File: config.mk
export PLATFORM = sky130hd
export DESIGN_NAME = spi_status_flags
export DESIGN_NICKNAME = d
export VERILOG_FILES = /design/src/spi_status_pkg.sv /design/src/spi_status_flags.sv /design/src/flag_cell.sv
export SDC_FILE = /design/constraint.sdc
export NUM_CORES = 1
export LEC_CHECK = 0
export ABC_AREA = 1
export BUFFER_PORTS_ARGS = -buffer_cell sky130_fd_sc_hd__buf_2
export CELL_PAD_IN_SITES_DETAIL_PLACEMENT = 2
export CELL_PAD_IN_SITES_GLOBAL_PLACEMENT = 2
export CORE_MARGIN = 8
export CORE_UTILIZATION = 36
export CTS_CLUSTER_SIZE = 8
export DETAILED_ROUTE_END_ITERATION = 7
export GPL_ROUTABILITY_DRIVEN = 0
export PLACE_DENSITY = 0.8
export REMOVE_ABC_BUFFERS = 1
export SLEW_MARGIN = 10
export SYNTH_ARGS = -nofsm -noshare
export SYNTH_HDL_FRONTEND = slang
export SYNTH_SLANG_ARGS = --single-unit
File: constraint.sdc
create_clock -name clk -period 2.37 [get_ports clk]
set_input_delay 0.237 -clock clk [delete_from_list [all_inputs] [get_ports clk]]
set_output_delay 0.237 -clock clk [all_outputs]
set_load 0.01 [all_outputs]
File: src/spi_status_pkg.sv
package spi_status_pkg;

   // ---------------------------------------------------------------
   // Register bus geometry
   // ---------------------------------------------------------------
   localparam int ADDR_W = 4;
   localparam int DATA_W = 16;

   // ---------------------------------------------------------------
   // Register offsets
   // ---------------------------------------------------------------
   localparam logic [3:0] OFF_STATUS = 4'h0;
   localparam logic [3:0] OFF_CTRL1 = 4'h1;
   localparam logic [3:0] OFF_CTRL2 = 4'h2;
   localparam logic [3:0] OFF_DATA_HIGH = 4'h4;
   localparam logic [3:0] OFF_DATA_LOW = 4'h5;
   localparam logic [3:0] OFF_DATA_WORD = 4'h6;
   localparam logic [3:0] OFF_IRQ_STATUS = 4'h8;
   localparam logic [3:0] OFF_IRQ_CLEAR = 4'h9;
   localparam logic [3:0] OFF_IRQ_ENABLE = 4'hA;

   // ---------------------------------------------------------------
   // Field positions
   // ---------------------------------------------------------------
   localparam int STATUS_RX_FULL_BIT = 7;
   localparam int STATUS_TX_EMPTY_BIT = 5;
   localparam int STATUS_MODE_FAULT_BIT = 4;
   localparam int CTRL1_ENABLE_BIT = 6;
   localparam int CTRL1_MASTER_BIT = 4;
   localparam int CTRL2_WIDE_BIT = 6;
   localparam int CTRL2_FAULT_DETECT_BIT = 4;
   localparam int IRQ_RX_FULL_BIT = 0;
   localparam int IRQ_TX_EMPTY_BIT = 1;
   localparam int IRQ_MODE_FAULT_BIT = 2;
   localparam int IRQ_W = 3;

   // ---------------------------------------------------------------
   // Reset values and counts
   // ---------------------------------------------------------------
   localparam logic RX_FULL_RESET = 1'b0;
   localparam logic TX_EMPTY_RESET = 1'b1;
   localparam logic MODE_FAULT_RESET = 1'b0;
   localparam logic [7:0] CTRL_RESET = 8'h00;
   localparam logic [2:0] IRQ_RESET = 3'h0;
   localparam logic [4:0] LAST_BIT_BYTE = 5'h07;
   localparam logic [4:0] LAST_BIT_WORD = 5'h0F;

endpackage

File: src/spi_status_flags.sv
// Notes on behaviour
// - Status register reads anytime; writes to it change nothing.
// - Receive-full, status bit 7, sets when received data reaches data register.
// - Status bit 5 reads 1 while transmit data register is empty.
// - Mode-fault, bit 4, sets on low select as master with detection on.
// - Mode-fault clears on status read seeing it, then first control 1 write.
// - Byte mode: receive-full clears on qualified status read then low byte read.
// - Word mode: lone low byte read after qualified read clears; high byte lost.
// - High byte reads never touch receive-full.
// - Word mode: qualified word read of both bytes clears receive-full.
// - Data writes ignored while not empty; low write after qualified read clears.
module spi_status_flags
   import spi_status_pkg::*;
(
   // Clock, reset, enable
   input wire logic clk,
   input wire logic reset_n,
   input wire logic clk_en,
   // Register port
   input wire logic [ADDR_W-1:0] addr,
   input wire logic [DATA_W-1:0] wdata,
   input wire logic wr,
   input wire logic rd,
   output logic [DATA_W-1:0] rdata,
   // Serial link
   input wire logic ss_n,
   input wire logic sck,
   input wire logic mosi,
   output logic miso,
   output logic miso_oe,
   // Interrupt
   output logic irq
);

   // ---------------------------------------------------------------
   // State
   // ---------------------------------------------------------------
   typedef struct packed {
      logic [2:0] ss_sync;
      logic [2:0] sck_sync;
      logic [1:0] mosi_sync;
      logic enable;
      logic master;
      logic wide;
      logic fault_detect_enable;
      logic [15:0] tx_data;
      logic [15:0] shift_tx;
      logic [15:0] shift_rx;
      logic [15:0] rx_data;
      logic [4:0] bit_count;
      logic hold_shift;
      logic [IRQ_W-1:0] irq_status;
      logic [IRQ_W-1:0] irq_enable;
      logic [DATA_W-1:0] rdata;
      logic irq;
      logic miso;
      logic miso_oe;
   } top_state_t;

   top_state_t s;
   top_state_t next_s;

   logic receive_full_flag;
   logic transmit_empty_flag;
   logic mode_fault_flag;
   logic rx_armed;
   logic tx_armed;
   logic mf_armed;

   logic status_rd;
   logic high_rd;
   logic low_rd;
   logic word_rd;
   logic ctrl1_wr;
   logic high_wr;
   logic low_wr;
   logic word_wr;
   logic ss_low;
   logic ss_fall;
   logic sck_rise;
   logic sck_fall;
   logic slave_active;
   logic rx_done;
   logic rx_set;
   logic tx_move;
   logic mf_set;
   logic rx_clear;
   logic tx_clear;
   logic [15:0] rx_next;
   logic [4:0] last_bit;
   logic [7:0] status_value;
   logic [IRQ_W-1:0] events;

   // ---------------------------------------------------------------
   // Register decode
   // ---------------------------------------------------------------
   always_comb begin
      status_rd = rd && (addr == OFF_STATUS);
      high_rd = rd && (addr == OFF_DATA_HIGH);
      low_rd = rd && (addr == OFF_DATA_LOW);
      word_rd = rd && (addr == OFF_DATA_WORD);
      ctrl1_wr = wr && (addr == OFF_CTRL1);
      high_wr = wr && (addr == OFF_DATA_HIGH);
      low_wr = wr && (addr == OFF_DATA_LOW);
      word_wr = wr && (addr == OFF_DATA_WORD);
   end

   // ---------------------------------------------------------------
   // Link sampling
   // ---------------------------------------------------------------
   // Only the second sync stage and its delayed copy are examined,
   // so the first stage never feeds logic directly.
   always_comb begin
      ss_low = !s.ss_sync[1];
      ss_fall = s.ss_sync[2] && !s.ss_sync[1];
      sck_rise = s.sck_sync[1] && !s.sck_sync[2];
      sck_fall = !s.sck_sync[1] && s.sck_sync[2];
      slave_active = s.enable && !s.master && ss_low;
      last_bit = s.wide ? LAST_BIT_WORD : LAST_BIT_BYTE;
   end

   // ---------------------------------------------------------------
   // Flag events
   // ---------------------------------------------------------------
   always_comb begin
      rx_next = {s.shift_rx[14:0], s.mosi_sync[1]};
      rx_done = slave_active && sck_rise && (s.bit_count == last_bit);
      // Receive completes only into an empty data register
      rx_set = rx_done && !receive_full_flag;
      // Queued data leaves for the shifter
      tx_move = !transmit_empty_flag && s.enable && !s.master &&
                (ss_fall || rx_done);
      // Low select while master with detection on
      mf_set = ss_low && s.master && s.fault_detect_enable;
      // Low byte or word read clears
      rx_clear = low_rd || word_rd;
      // Only the low byte or word write can empty-clear
      tx_clear = (low_wr || word_wr) && transmit_empty_flag;
      status_value = 8'h00;
      status_value[STATUS_RX_FULL_BIT] = receive_full_flag;
      status_value[STATUS_TX_EMPTY_BIT] = transmit_empty_flag;
      status_value[STATUS_MODE_FAULT_BIT] = mode_fault_flag;
      events = '0;
      events[IRQ_RX_FULL_BIT] = rx_set;
      events[IRQ_TX_EMPTY_BIT] = tx_move;
      events[IRQ_MODE_FAULT_BIT] = mf_set && !mode_fault_flag;
   end

   // ---------------------------------------------------------------
   // Next state
   // ---------------------------------------------------------------
   always_comb begin
      next_s = s;
      next_s.ss_sync = {s.ss_sync[1:0], ss_n};
      next_s.sck_sync = {s.sck_sync[1:0], sck};
      next_s.mosi_sync = {s.mosi_sync[0], mosi};

      // Status offset has no write branch
      if (ctrl1_wr) begin
         next_s.enable = wdata[CTRL1_ENABLE_BIT];
         next_s.master = wdata[CTRL1_MASTER_BIT];
      end
      if (wr && (addr == OFF_CTRL2)) begin
         next_s.wide = wdata[CTRL2_WIDE_BIT];
         next_s.fault_detect_enable = wdata[CTRL2_FAULT_DETECT_BIT];
      end

      // Writes dropped while data still queued
      if (transmit_empty_flag) begin
         if (high_wr) begin
            next_s.tx_data[15:8] = wdata[7:0];
         end
         if (low_wr) begin
            next_s.tx_data[7:0] = wdata[7:0];
         end
         if (word_wr) begin
            next_s.tx_data = wdata;
         end
      end

      // Frame start restarts the bit count
      if (ss_fall) begin
         next_s.bit_count = 5'h00;
      end else if (slave_active && sck_rise) begin
         next_s.shift_rx = rx_next;
         if (rx_done) begin
            next_s.bit_count = 5'h00;
         end else begin
            next_s.bit_count = s.bit_count + 5'h01;
         end
      end

      // Received word lands in the data register
      if (rx_set) begin
         next_s.rx_data = s.wide ? rx_next : {8'h00, rx_next[7:0]};
      end

      // A mid-frame reload must survive the very next falling edge
      if (tx_move) begin
         next_s.shift_tx = s.tx_data;
         next_s.hold_shift = rx_done;
      end else if (slave_active && sck_fall) begin
         if (s.hold_shift) begin
            next_s.hold_shift = 1'b0;
         end else begin
            next_s.shift_tx = {s.shift_tx[14:0], 1'b0};
         end
      end

      // Sticky interrupt status, set beats clear
      if (wr && (addr == OFF_IRQ_CLEAR)) begin
         next_s.irq_status = s.irq_status & ~wdata[IRQ_W-1:0];
      end
      next_s.irq_status = next_s.irq_status | events;
      if (wr && (addr == OFF_IRQ_ENABLE)) begin
         next_s.irq_enable = wdata[IRQ_W-1:0];
      end
      next_s.irq = |(next_s.irq_status & next_s.irq_enable);

      // Read data stand for one cycle only
      next_s.rdata = '0;
      if (rd) begin
         case (addr)
            OFF_STATUS: next_s.rdata = {8'h00, status_value};
            OFF_CTRL1: begin
               next_s.rdata[CTRL1_ENABLE_BIT] = s.enable;
               next_s.rdata[CTRL1_MASTER_BIT] = s.master;
            end
            OFF_CTRL2: begin
               next_s.rdata[CTRL2_WIDE_BIT] = s.wide;
               next_s.rdata[CTRL2_FAULT_DETECT_BIT] = s.fault_detect_enable;
            end
            OFF_DATA_HIGH: next_s.rdata = {8'h00, s.rx_data[15:8]};
            OFF_DATA_LOW: next_s.rdata = {8'h00, s.rx_data[7:0]};
            OFF_DATA_WORD: next_s.rdata = s.rx_data;
            OFF_IRQ_STATUS: next_s.rdata = {13'h0000, s.irq_status};
            OFF_IRQ_ENABLE: next_s.rdata = {13'h0000, s.irq_enable};
            default: next_s.rdata = '0;
         endcase
      end

      next_s.miso = s.wide ? next_s.shift_tx[15] : next_s.shift_tx[7];
      next_s.miso_oe = slave_active;
   end

   // ---------------------------------------------------------------
   // State register
   // ---------------------------------------------------------------
   always_ff @(posedge clk or negedge reset_n) begin
      if (!reset_n) begin
         s <= '0;
         s.ss_sync <= 3'h7;
         s.enable <= CTRL_RESET[CTRL1_ENABLE_BIT];
         s.master <= CTRL_RESET[CTRL1_MASTER_BIT];
         s.wide <= CTRL_RESET[CTRL2_WIDE_BIT];
         s.fault_detect_enable <= CTRL_RESET[CTRL2_FAULT_DETECT_BIT];
         s.irq_status <= IRQ_RESET;
         s.irq_enable <= IRQ_RESET;
      end else if (clk_en) begin
         s <= next_s;
      end
   end

   // ---------------------------------------------------------------
   // Flags
   // ---------------------------------------------------------------
   // High byte reads are not a clear access
   flag_cell #(
      .RESET_VALUE(RX_FULL_RESET)
   ) rx_full_cell (
      .clk(clk),
      .reset_n(reset_n),
      .clk_en(clk_en),
      .set(rx_set),
      .status_read(status_rd),
      .clear_access(rx_clear),
      .other_clear(!s.enable),
      .flag(receive_full_flag),
      .armed(rx_armed)
   );

   flag_cell #(
      .RESET_VALUE(TX_EMPTY_RESET)
   ) tx_empty_cell (
      .clk(clk),
      .reset_n(reset_n),
      .clk_en(clk_en),
      .set(tx_move),
      .status_read(status_rd),
      .clear_access(tx_clear),
      .other_clear(1'b0),
      .flag(transmit_empty_flag),
      .armed(tx_armed)
   );

   // First control 1 write is the clear access
   flag_cell #(
      .RESET_VALUE(MODE_FAULT_RESET)
   ) mode_fault_cell (
      .clk(clk),
      .reset_n(reset_n),
      .clk_en(clk_en),
      .set(mf_set),
      .status_read(status_rd),
      .clear_access(ctrl1_wr),
      .other_clear(1'b0),
      .flag(mode_fault_flag),
      .armed(mf_armed)
   );

   assign rdata = s.rdata;
   assign miso = s.miso;
   assign miso_oe = s.miso_oe;
   assign irq = s.irq;

   // ---------------------------------------------------------------
   // Checks
   // ---------------------------------------------------------------
   status_read_value_a: assert property (
      @(posedge clk) disable iff (!reset_n)
      clk_en && status_rd
      |=> rdata[7:0] == {$past(receive_full_flag), 1'b0,
                         $past(transmit_empty_flag),
                         $past(mode_fault_flag), 4'h0})
      else $error("status read returned wrong flags");

   status_write_inert_a: assert property (
      @(posedge clk) disable iff (!reset_n)
      clk_en && wr && (addr == OFF_STATUS) && !rx_set && s.enable
      |=> receive_full_flag == $past(receive_full_flag))
      else $error("status write changed receive flag");

   rx_full_set_a: assert property (
      @(posedge clk) disable iff (!reset_n)
      clk_en && rx_set |=> receive_full_flag && (s.rx_data[7:0] ==
         $past(rx_next[7:0])))
      else $error("receive flag or data missing after frame");

   tx_empty_set_a: assert property (
      @(posedge clk) disable iff (!reset_n)
      clk_en && tx_move |=> transmit_empty_flag && s.shift_tx ==
         $past(s.tx_data))
      else $error("transmit register not emptied into shifter");

   mode_fault_set_a: assert property (
      @(posedge clk) disable iff (!reset_n)
      clk_en && ss_low && s.master && s.fault_detect_enable
      |=> mode_fault_flag)
      else $error("mode fault not raised");

   mode_fault_clear_a: assert property (
      @(posedge clk) disable iff (!reset_n)
      clk_en && mf_armed && mode_fault_flag && ctrl1_wr && !mf_set
      |=> !mode_fault_flag)
      else $error("mode fault not cleared by read then control write");

   rx_full_clear_a: assert property (
      @(posedge clk) disable iff (!reset_n)
      clk_en && rx_armed && rx_clear && !rx_set |=> !receive_full_flag)
      else $error("receive flag not cleared by qualified data read");

   high_read_inert_a: assert property (
      @(posedge clk) disable iff (!reset_n)
      clk_en && high_rd && receive_full_flag && s.enable
      |=> receive_full_flag)
      else $error("high byte read cleared receive flag");

   tx_write_ignored_a: assert property (
      @(posedge clk) disable iff (!reset_n)
      clk_en && !transmit_empty_flag && (high_wr || low_wr || word_wr)
      |=> s.tx_data == $past(s.tx_data))
      else $error("data write accepted while not empty");

   tx_empty_clear_a: assert property (
      @(posedge clk) disable iff (!reset_n)
      clk_en && tx_armed && (low_wr || word_wr) && !tx_move
      |=> !transmit_empty_flag)
      else $error("empty flag not cleared by qualified low write");

endmodule

File: src/flag_cell.sv
module flag_cell
   import spi_status_pkg::*;
#(
   parameter logic RESET_VALUE = 1'b0
) (
   // Clock and reset
   input wire logic clk,
   input wire logic reset_n,
   input wire logic clk_en,
   // Events
   input wire logic set,
   input wire logic status_read,
   input wire logic clear_access,
   input wire logic other_clear,
   // State
   output logic flag,
   output logic armed
);

   typedef struct packed {
      logic flag;
      logic armed;
   } cell_state_t;

   cell_state_t s;
   cell_state_t next_s;
   logic clear_fire;

   always_comb begin
      next_s = s;
      clear_fire = (clear_access && s.armed) || other_clear;
      if (clear_fire) begin
         next_s.armed = 1'b0;
      end else if (status_read && s.flag) begin
         next_s.armed = 1'b1;
      end
      // Set beats a clear arriving in the same cycle
      if (set) begin
         next_s.flag = 1'b1;
      end else if (clear_fire) begin
         next_s.flag = 1'b0;
      end
   end

   always_ff @(posedge clk or negedge reset_n) begin
      if (!reset_n) begin
         s <= '{flag: RESET_VALUE, armed: 1'b0};
      end else if (clk_en) begin
         s <= next_s;
      end
   end

   assign flag = s.flag;
   assign armed = s.armed;

   no_arm_clear_a: assert property (
      @(posedge clk) disable iff (!reset_n)
      clk_en && flag && !armed && clear_access && !other_clear
      |=> flag)
      else $error("flag cleared without a qualifying status read");

   arm_needs_flag_a: assert property (
      @(posedge clk) disable iff (!reset_n)
      !flag |-> !armed)
      else $error("qualification held while flag is clear");

endmodule

# Yosys cells after proc, flatten, opt, wreduce, memory -nomap -nowiden
# Cells that the tools add are included.
# classes
addsub,1
n_eq_ne,10
n_mux,34
n_bitwise,5
n_reduce_logical,72
# op_table
cell,n
16-bit two-way mux,6
9-bit case mux with 4 select lines,1
1-bit logical AND,32
2-bit AND reduction,11
2-bit nonzero test,10
8-bit two-way mux,2
4-bit case mux with 4 select lines,1
1-bit two-way mux,15
5-bit two-way mux,3
"4-bit by 3-bit == test with 1-bit output, second input constant",3
"4-bit == test, second input constant",3
3-bit AND reduction,4
1-bit zero test,8
3-bit bitwise AND,2
3-bit two-way mux,2
"5-bit by 1-bit adder with 5-bit output, second input constant",1
5-bit by 4-bit == test with 1-bit output,1
1-bit case mux with 5 select lines,1
"4-bit by 1-bit == test with 1-bit output, second input constant",1
"4-bit by 2-bit == test with 1-bit output, second input constant",1
4-bit zero test,1
1-bit logical OR,4
4-bit two-way mux,1
1-bit case mux with 4 select lines,1
other kinds (7),7
# word_totals
regBits,112
word_cells,149

# Longest topological paths before layout
# logic_depth
ltp_word,10
ltp_mapped,12

# Hierarchy
# Synthesis repeated with hierarchy kept, for this count alone.
# unflattened
hier_cells,661
area_unflattened_um2,5495.3
# by_module_without_submodules
mod,instances,cells_per_inst,area_each_um2
spi_status_flags,1,619,5205.0
flag_cell (mode_fault_cell ...),2,14,96.3
flag_cell (tx_empty_cell),1,14,97.6

# Worst setup path before layout
# Ideal clock, no wire load.
# synth_timing
kind,register to register
startpoint,register s[26] (netlist name)
endpoint,register s[64] (netlist name)
setup_ns,0.117
arrival_time_ns,1.564
path_slack_ns,0.690
stages_incl_launch_ff,12
path_cell_list,dfrtp_1 > ha_1 > nand3_1 > nor2_1 > nand2_1 > nand2_2 > nand3_2 > o21ai_4 > inv_4 > buf_6 > nand2_1 > nand2_1
# synth_between
elab_chain_cells,6
# synth_rtl
element,line,source
from (decl),spi_status_flags.sv:60,top_state_t s;
from (signal assigned),spi_status_flags.sv:260,s <= next_s;
5-bit by 4-bit == test with 1-bit output (*),spi_status_flags.sv:127,rx_done = slave_active && sck_rise && (s.bit_count == last_bit);
1-bit logical AND (*),spi_status_flags.sv:127,
1-bit logical OR (*),spi_status_flags.sv:132,(ss_fall || rx_done);
1-bit logical AND (*),spi_status_flags.sv:131,tx_move = !transmit_empty_flag && s.enable && !s.master &&
2-bit by 1-bit != test with 1-bit output (no source line) or 2-bit nonzero test (tied branches),n/a,
3-bit AND reduction (no source line),n/a,
# Every way passes the cells marked *; elsewhere a longest branch is shown, timed or not.
# A chain may end at the register's enable or synchronous reset.

# Worst setup path in the final report
# layout_timing
startpoint,register s[26] (netlist name)
endpoint,register s[63] (netlist name)
# Same word-level chain as after synthesis.

==> results by stage <==
CTS:
- The H-tree generated during clock tree synthesis spans 3 levels.
- TritonCTS built the clock tree.
- The later pin in the worst-skew pair is clocked with a latency of 0.36 ns.
- Buffers inserted during clock tree synthesis total 9.
- The number of sinks on the clock net is 112.
- Clock-pin slew was measured on the worst setup and hold paths at 0.07 ns.
- The clock root buffer is sky130_fd_sc_hd__clkbuf_16.
- The post-cts repair resize count is 0.
- The clock passes through at most 2 buffers.
- Post-CTS timing repair inserted 0 buffers for setup.

STA:
- The hold violation total from the final report is 0.
- Setup violations remaining at the end of the flow were counted as 0.
- On the final layout, the worst clock skew is 0.00992 ns.
- The post-layout worst setup margin is 0.399 ns.
- The total negative setup slack is 0 ns.
- On the final layout, the worst hold slack is 0.0819 ns.
- Dividing the final minimum period by the clock period gives 83.2%.
- Setup repair after global routing left no endpoint under its margin.
- Timing would allow up to 507 MHz.
- The transition time at the pin with the least slew margin is 0.574 ns.
- The max-slew violation count is 0.
- The time the worst path needs with I/O delays and setup is 1.97 ns.
- In this run the tightest slew margin relative to its limit is 61.5%.

Final layout:
- The antenna diode count is 0.
- The area added between synthesis and finish is 13.0%.
- The layout cell share with drive strength beyond 1 is 14.8%.
- At the end of the flow, the number of nets in the layout was 693.
- After routing the design area is 5920 µm².
- The total of fill cells in the finished design is 1640.
- The count of cells in the finished layout, fillers not included, comes to 853.

Critical path:
- In this run the register-to-register setup slack is 0.40 ns.
- The launching element type of the critical path is a flip-flop.
- In this run the worst path has a maximum fanout of 18.
- The critical path capture point type is a flip-flop.
- The category of the critical setup timing path is flip-flop to flip-flop.
- Data on the critical path arrives at its endpoint at 2.20 ns.
- The data required time of the critical path is 2.60 ns.

Yosys:
- The synthesized area divided by synthesized cell count is 8.34 µm².
- The synthesized instance count is 628.
- The cell taking the most area after synthesis is sky130_fd_sc_hd__dfrtp_1.
- In the post-synthesis netlist, the biggest area contributors are sky130_fd_sc_hd__dfrtp_1, sky130_fd_sc_hd__nand2_1, sky130_fd_sc_hd__o21ai_0.
- The area fraction of the dominant cell type after synthesis is 51.6%.
- In this run, synthesis produced a sequential element count of 112.
- After synthesis the cells add up to 5240 µm².
- For this run, the register share of the synthesized area comes to 53.6%.
- The number of warnings printed during yosys synthesis is 0.
- The synthesized netlist contains 38 unique library cells.

Global route:
- The largest net degree at the start of global routing is 46.
- After global routing the overflow that remains totals 0.
- The number of antenna violations at the first check in global routing is 0.
- The first global-routing pass estimated 26.5 mm of wire.
- The global-route usage over all layers is 18.1%.
- The via count of the first global-routing pass was 5158.

Drt:
- The mean routed wirelength per cell is 18.5 µm.
- The number of DRC violations after detailed routing is 0.
- The topmost layer with routed signal wires is met4.
- The first-pass iteration count of the detailed router is 4.
- The amount of wire on met3 after detailed routing is 328 µm.
- The first routing iteration left 220 violations.
- The final wirelength is 15.8 mm.
- The number of antenna-violating nets in the routed design is 0.
- After detailed routing, the wire length on met1 is 6.71 mm.
- For this block, the via count after detailed routing is 4370.
- The detailed-routed wire length on met2 is 8.47 mm.
- Using the TritonRoute via totals, the vias-per-cell ratio works out to 5.12.

Floorplan:
- The floorplan has 44 rows.
- Measured along the y axis, the die boundary spans 137 µm.
- In this run the count of I/O pins placed on the die edge is 47.
- The placeable core region is 14400 µm².
- For this configuration, the core starts out at a cell density of 36.5%.
- In this run the horizontal extent of the chip is 137 µm.
- The full die area is 18700 µm².

Power and ir drop:
- The worst voltage drop across the vdd grid is 0.376 mV.
- In this run the static leakage power is 0.00295 µW.
- The power per unit of standard cell area is 827 nW/µm².

Placement:
- The placement-stage cell area is 5610 µm².
- The half-perimeter wire length of the detailed placement result is 11.9 mm.
- The cell count after placement is 836.
- OpenSTA, run right after detailed placement, puts the worst setup slack at 0.431 ns.
- The count of buffers added on input and output ports is 46.

Flow run:
- The max-cap violation count is 0.

Status:
- The flow ran to the end, and the final reports show no timing, DRC or antenna violations.

Hold path:
- The class of the most critical hold timing path is input pin to flip-flop.
[critical path, stage by stage (launching register included)]
cell and delay [ns]:
sky130_fd_sc_hd__dfrtp_1 0.39, sky130_fd_sc_hd__ha_1 0.24, sky130_fd_sc_hd__nand3_1 0.10, sky130_fd_sc_hd__nor2_1 0.19, sky130_fd_sc_hd__nand2_1 0.15, sky130_fd_sc_hd__nand2_2 0.12, sky130_fd_sc_hd__nand3_2 0.15, sky130_fd_sc_hd__o21ai_4 0.18
sky130_fd_sc_hd__inv_4 0.16, sky130_fd_sc_hd__nand2_1 0.08, sky130_fd_sc_hd__o21ai_0 0.09
[where the power goes]
| group | total [µW] | leakage [µW] | switching (µW) | internal (µW) |
|---|---|---|---|---|
| Clock | 1540 | 0.000141 | 723 | 821 |
| Sequential | 2530 | 0.00139 | 241 | 2290 |
| Combinational | 825 | 0.00142 | 546 | 280 |
| Total | 4900 | 0.00295 | 1510 | 3390 |
[stage by stage]
step | power (µW) | util [%]
after detailed placement | 3410 | 39.1
after global placement | 3330 | 39.1
final | 4900 | 41.2
after CTS | 4990 | 41.2
after global routing | 5210 | 41.2
after floorplan | 3000 | -
[cell usage in the layout, fill, tap and decap left out, drive strengths merged]
cell and n:
nand2 186, dfrtp 108, o21ai 92, inv 74, buf 62, nand3 46, nor2 28, a21oi 11
o211ai 9, clkbuf 9, o31ai 8, nor3 6, o2111ai 4, dfstp 4, clkinv 4, a31oi 3
nor3b 2, o21a 2, o22ai 2, clkinvlp 2, mux2 1, xnor2 1, mux2i 1, nand4 1
ha 1, bufinv 1, dlygate4sd3 1
[state kept, by name, indices dropped and copies added, names as in the netlist, 5 cells and up]
register / cells
s: 66
rdata: 16
rx_next: 16
next_s: 5
[final timing paths]
path | start | end | cells after the start
setup / recovery | s[26] | s[63] | 10
hold / removal | ss_n | next_s[105] | 3
setup reg to reg | s[26] | s[63] | 10
hold reg to reg | next_s[100] | next_s[100] | 2
max in group asynchronous | reset_n | tx_empty_cell.flag | 3
min in group asynchronous | reset_n | s[92] | 2
[cell type report]
class	instances	area (µm²)	share of cell area, %
timing repair buffer	63	375	6.34
tap	184	230	3.89
inverter	74	280	4.73
clock buffer	9	225	3.80
clock inverter	7	72.6	1.23
multi-input combinational	404	1930	32.6
sequential	112	2810	47.4
[synth_stat cells (all sizes together)]
master and count:
buf 27, mux2 1, nand3 46, ha 1, o21a 2, xnor2 1, o2111ai 4, o211ai 9
a31oi 3, inv 74, a21oi 11, o31ai 8, nor3b 2, nor2 28, nor3 6, o21ai 92
clkbuf 11, dfstp 4, dfrtp 108, o22ai 2, mux2i 1, nand2 186, nand4 1
[timing repair]
item,4_1_cts,5_1_grt
hold buffers,1,0
hold endpoints to repair,15,0
endpoints found under the setup margin,0,0
[layer usage]
| metal | track usage [%] | vias to the layer above |
|---|---|---|
| met5 | 0 | - |
| met4 | 6.53 | 0 |
| met3 | 2.46 | 19 |
| met2 | 33.0 | 50 |
| met1 | 21.1 | 2221 |
| li1 | - | 2080 |
[kinds of logic after synthesis]
logic type	Yosys count	synth area share (%)
buffers and inverters	112	9.55
adder cells (fa/ha/maj)	1	0.239
AO/OA/AOI/OAI	131	14.1
XOR/XNOR	1	0.167
AND/OR/NAND/NOR	269	21.9
multiplexers	2	0.406
flip-flops	112	53.6
Power figures use the tool's default switching activity.
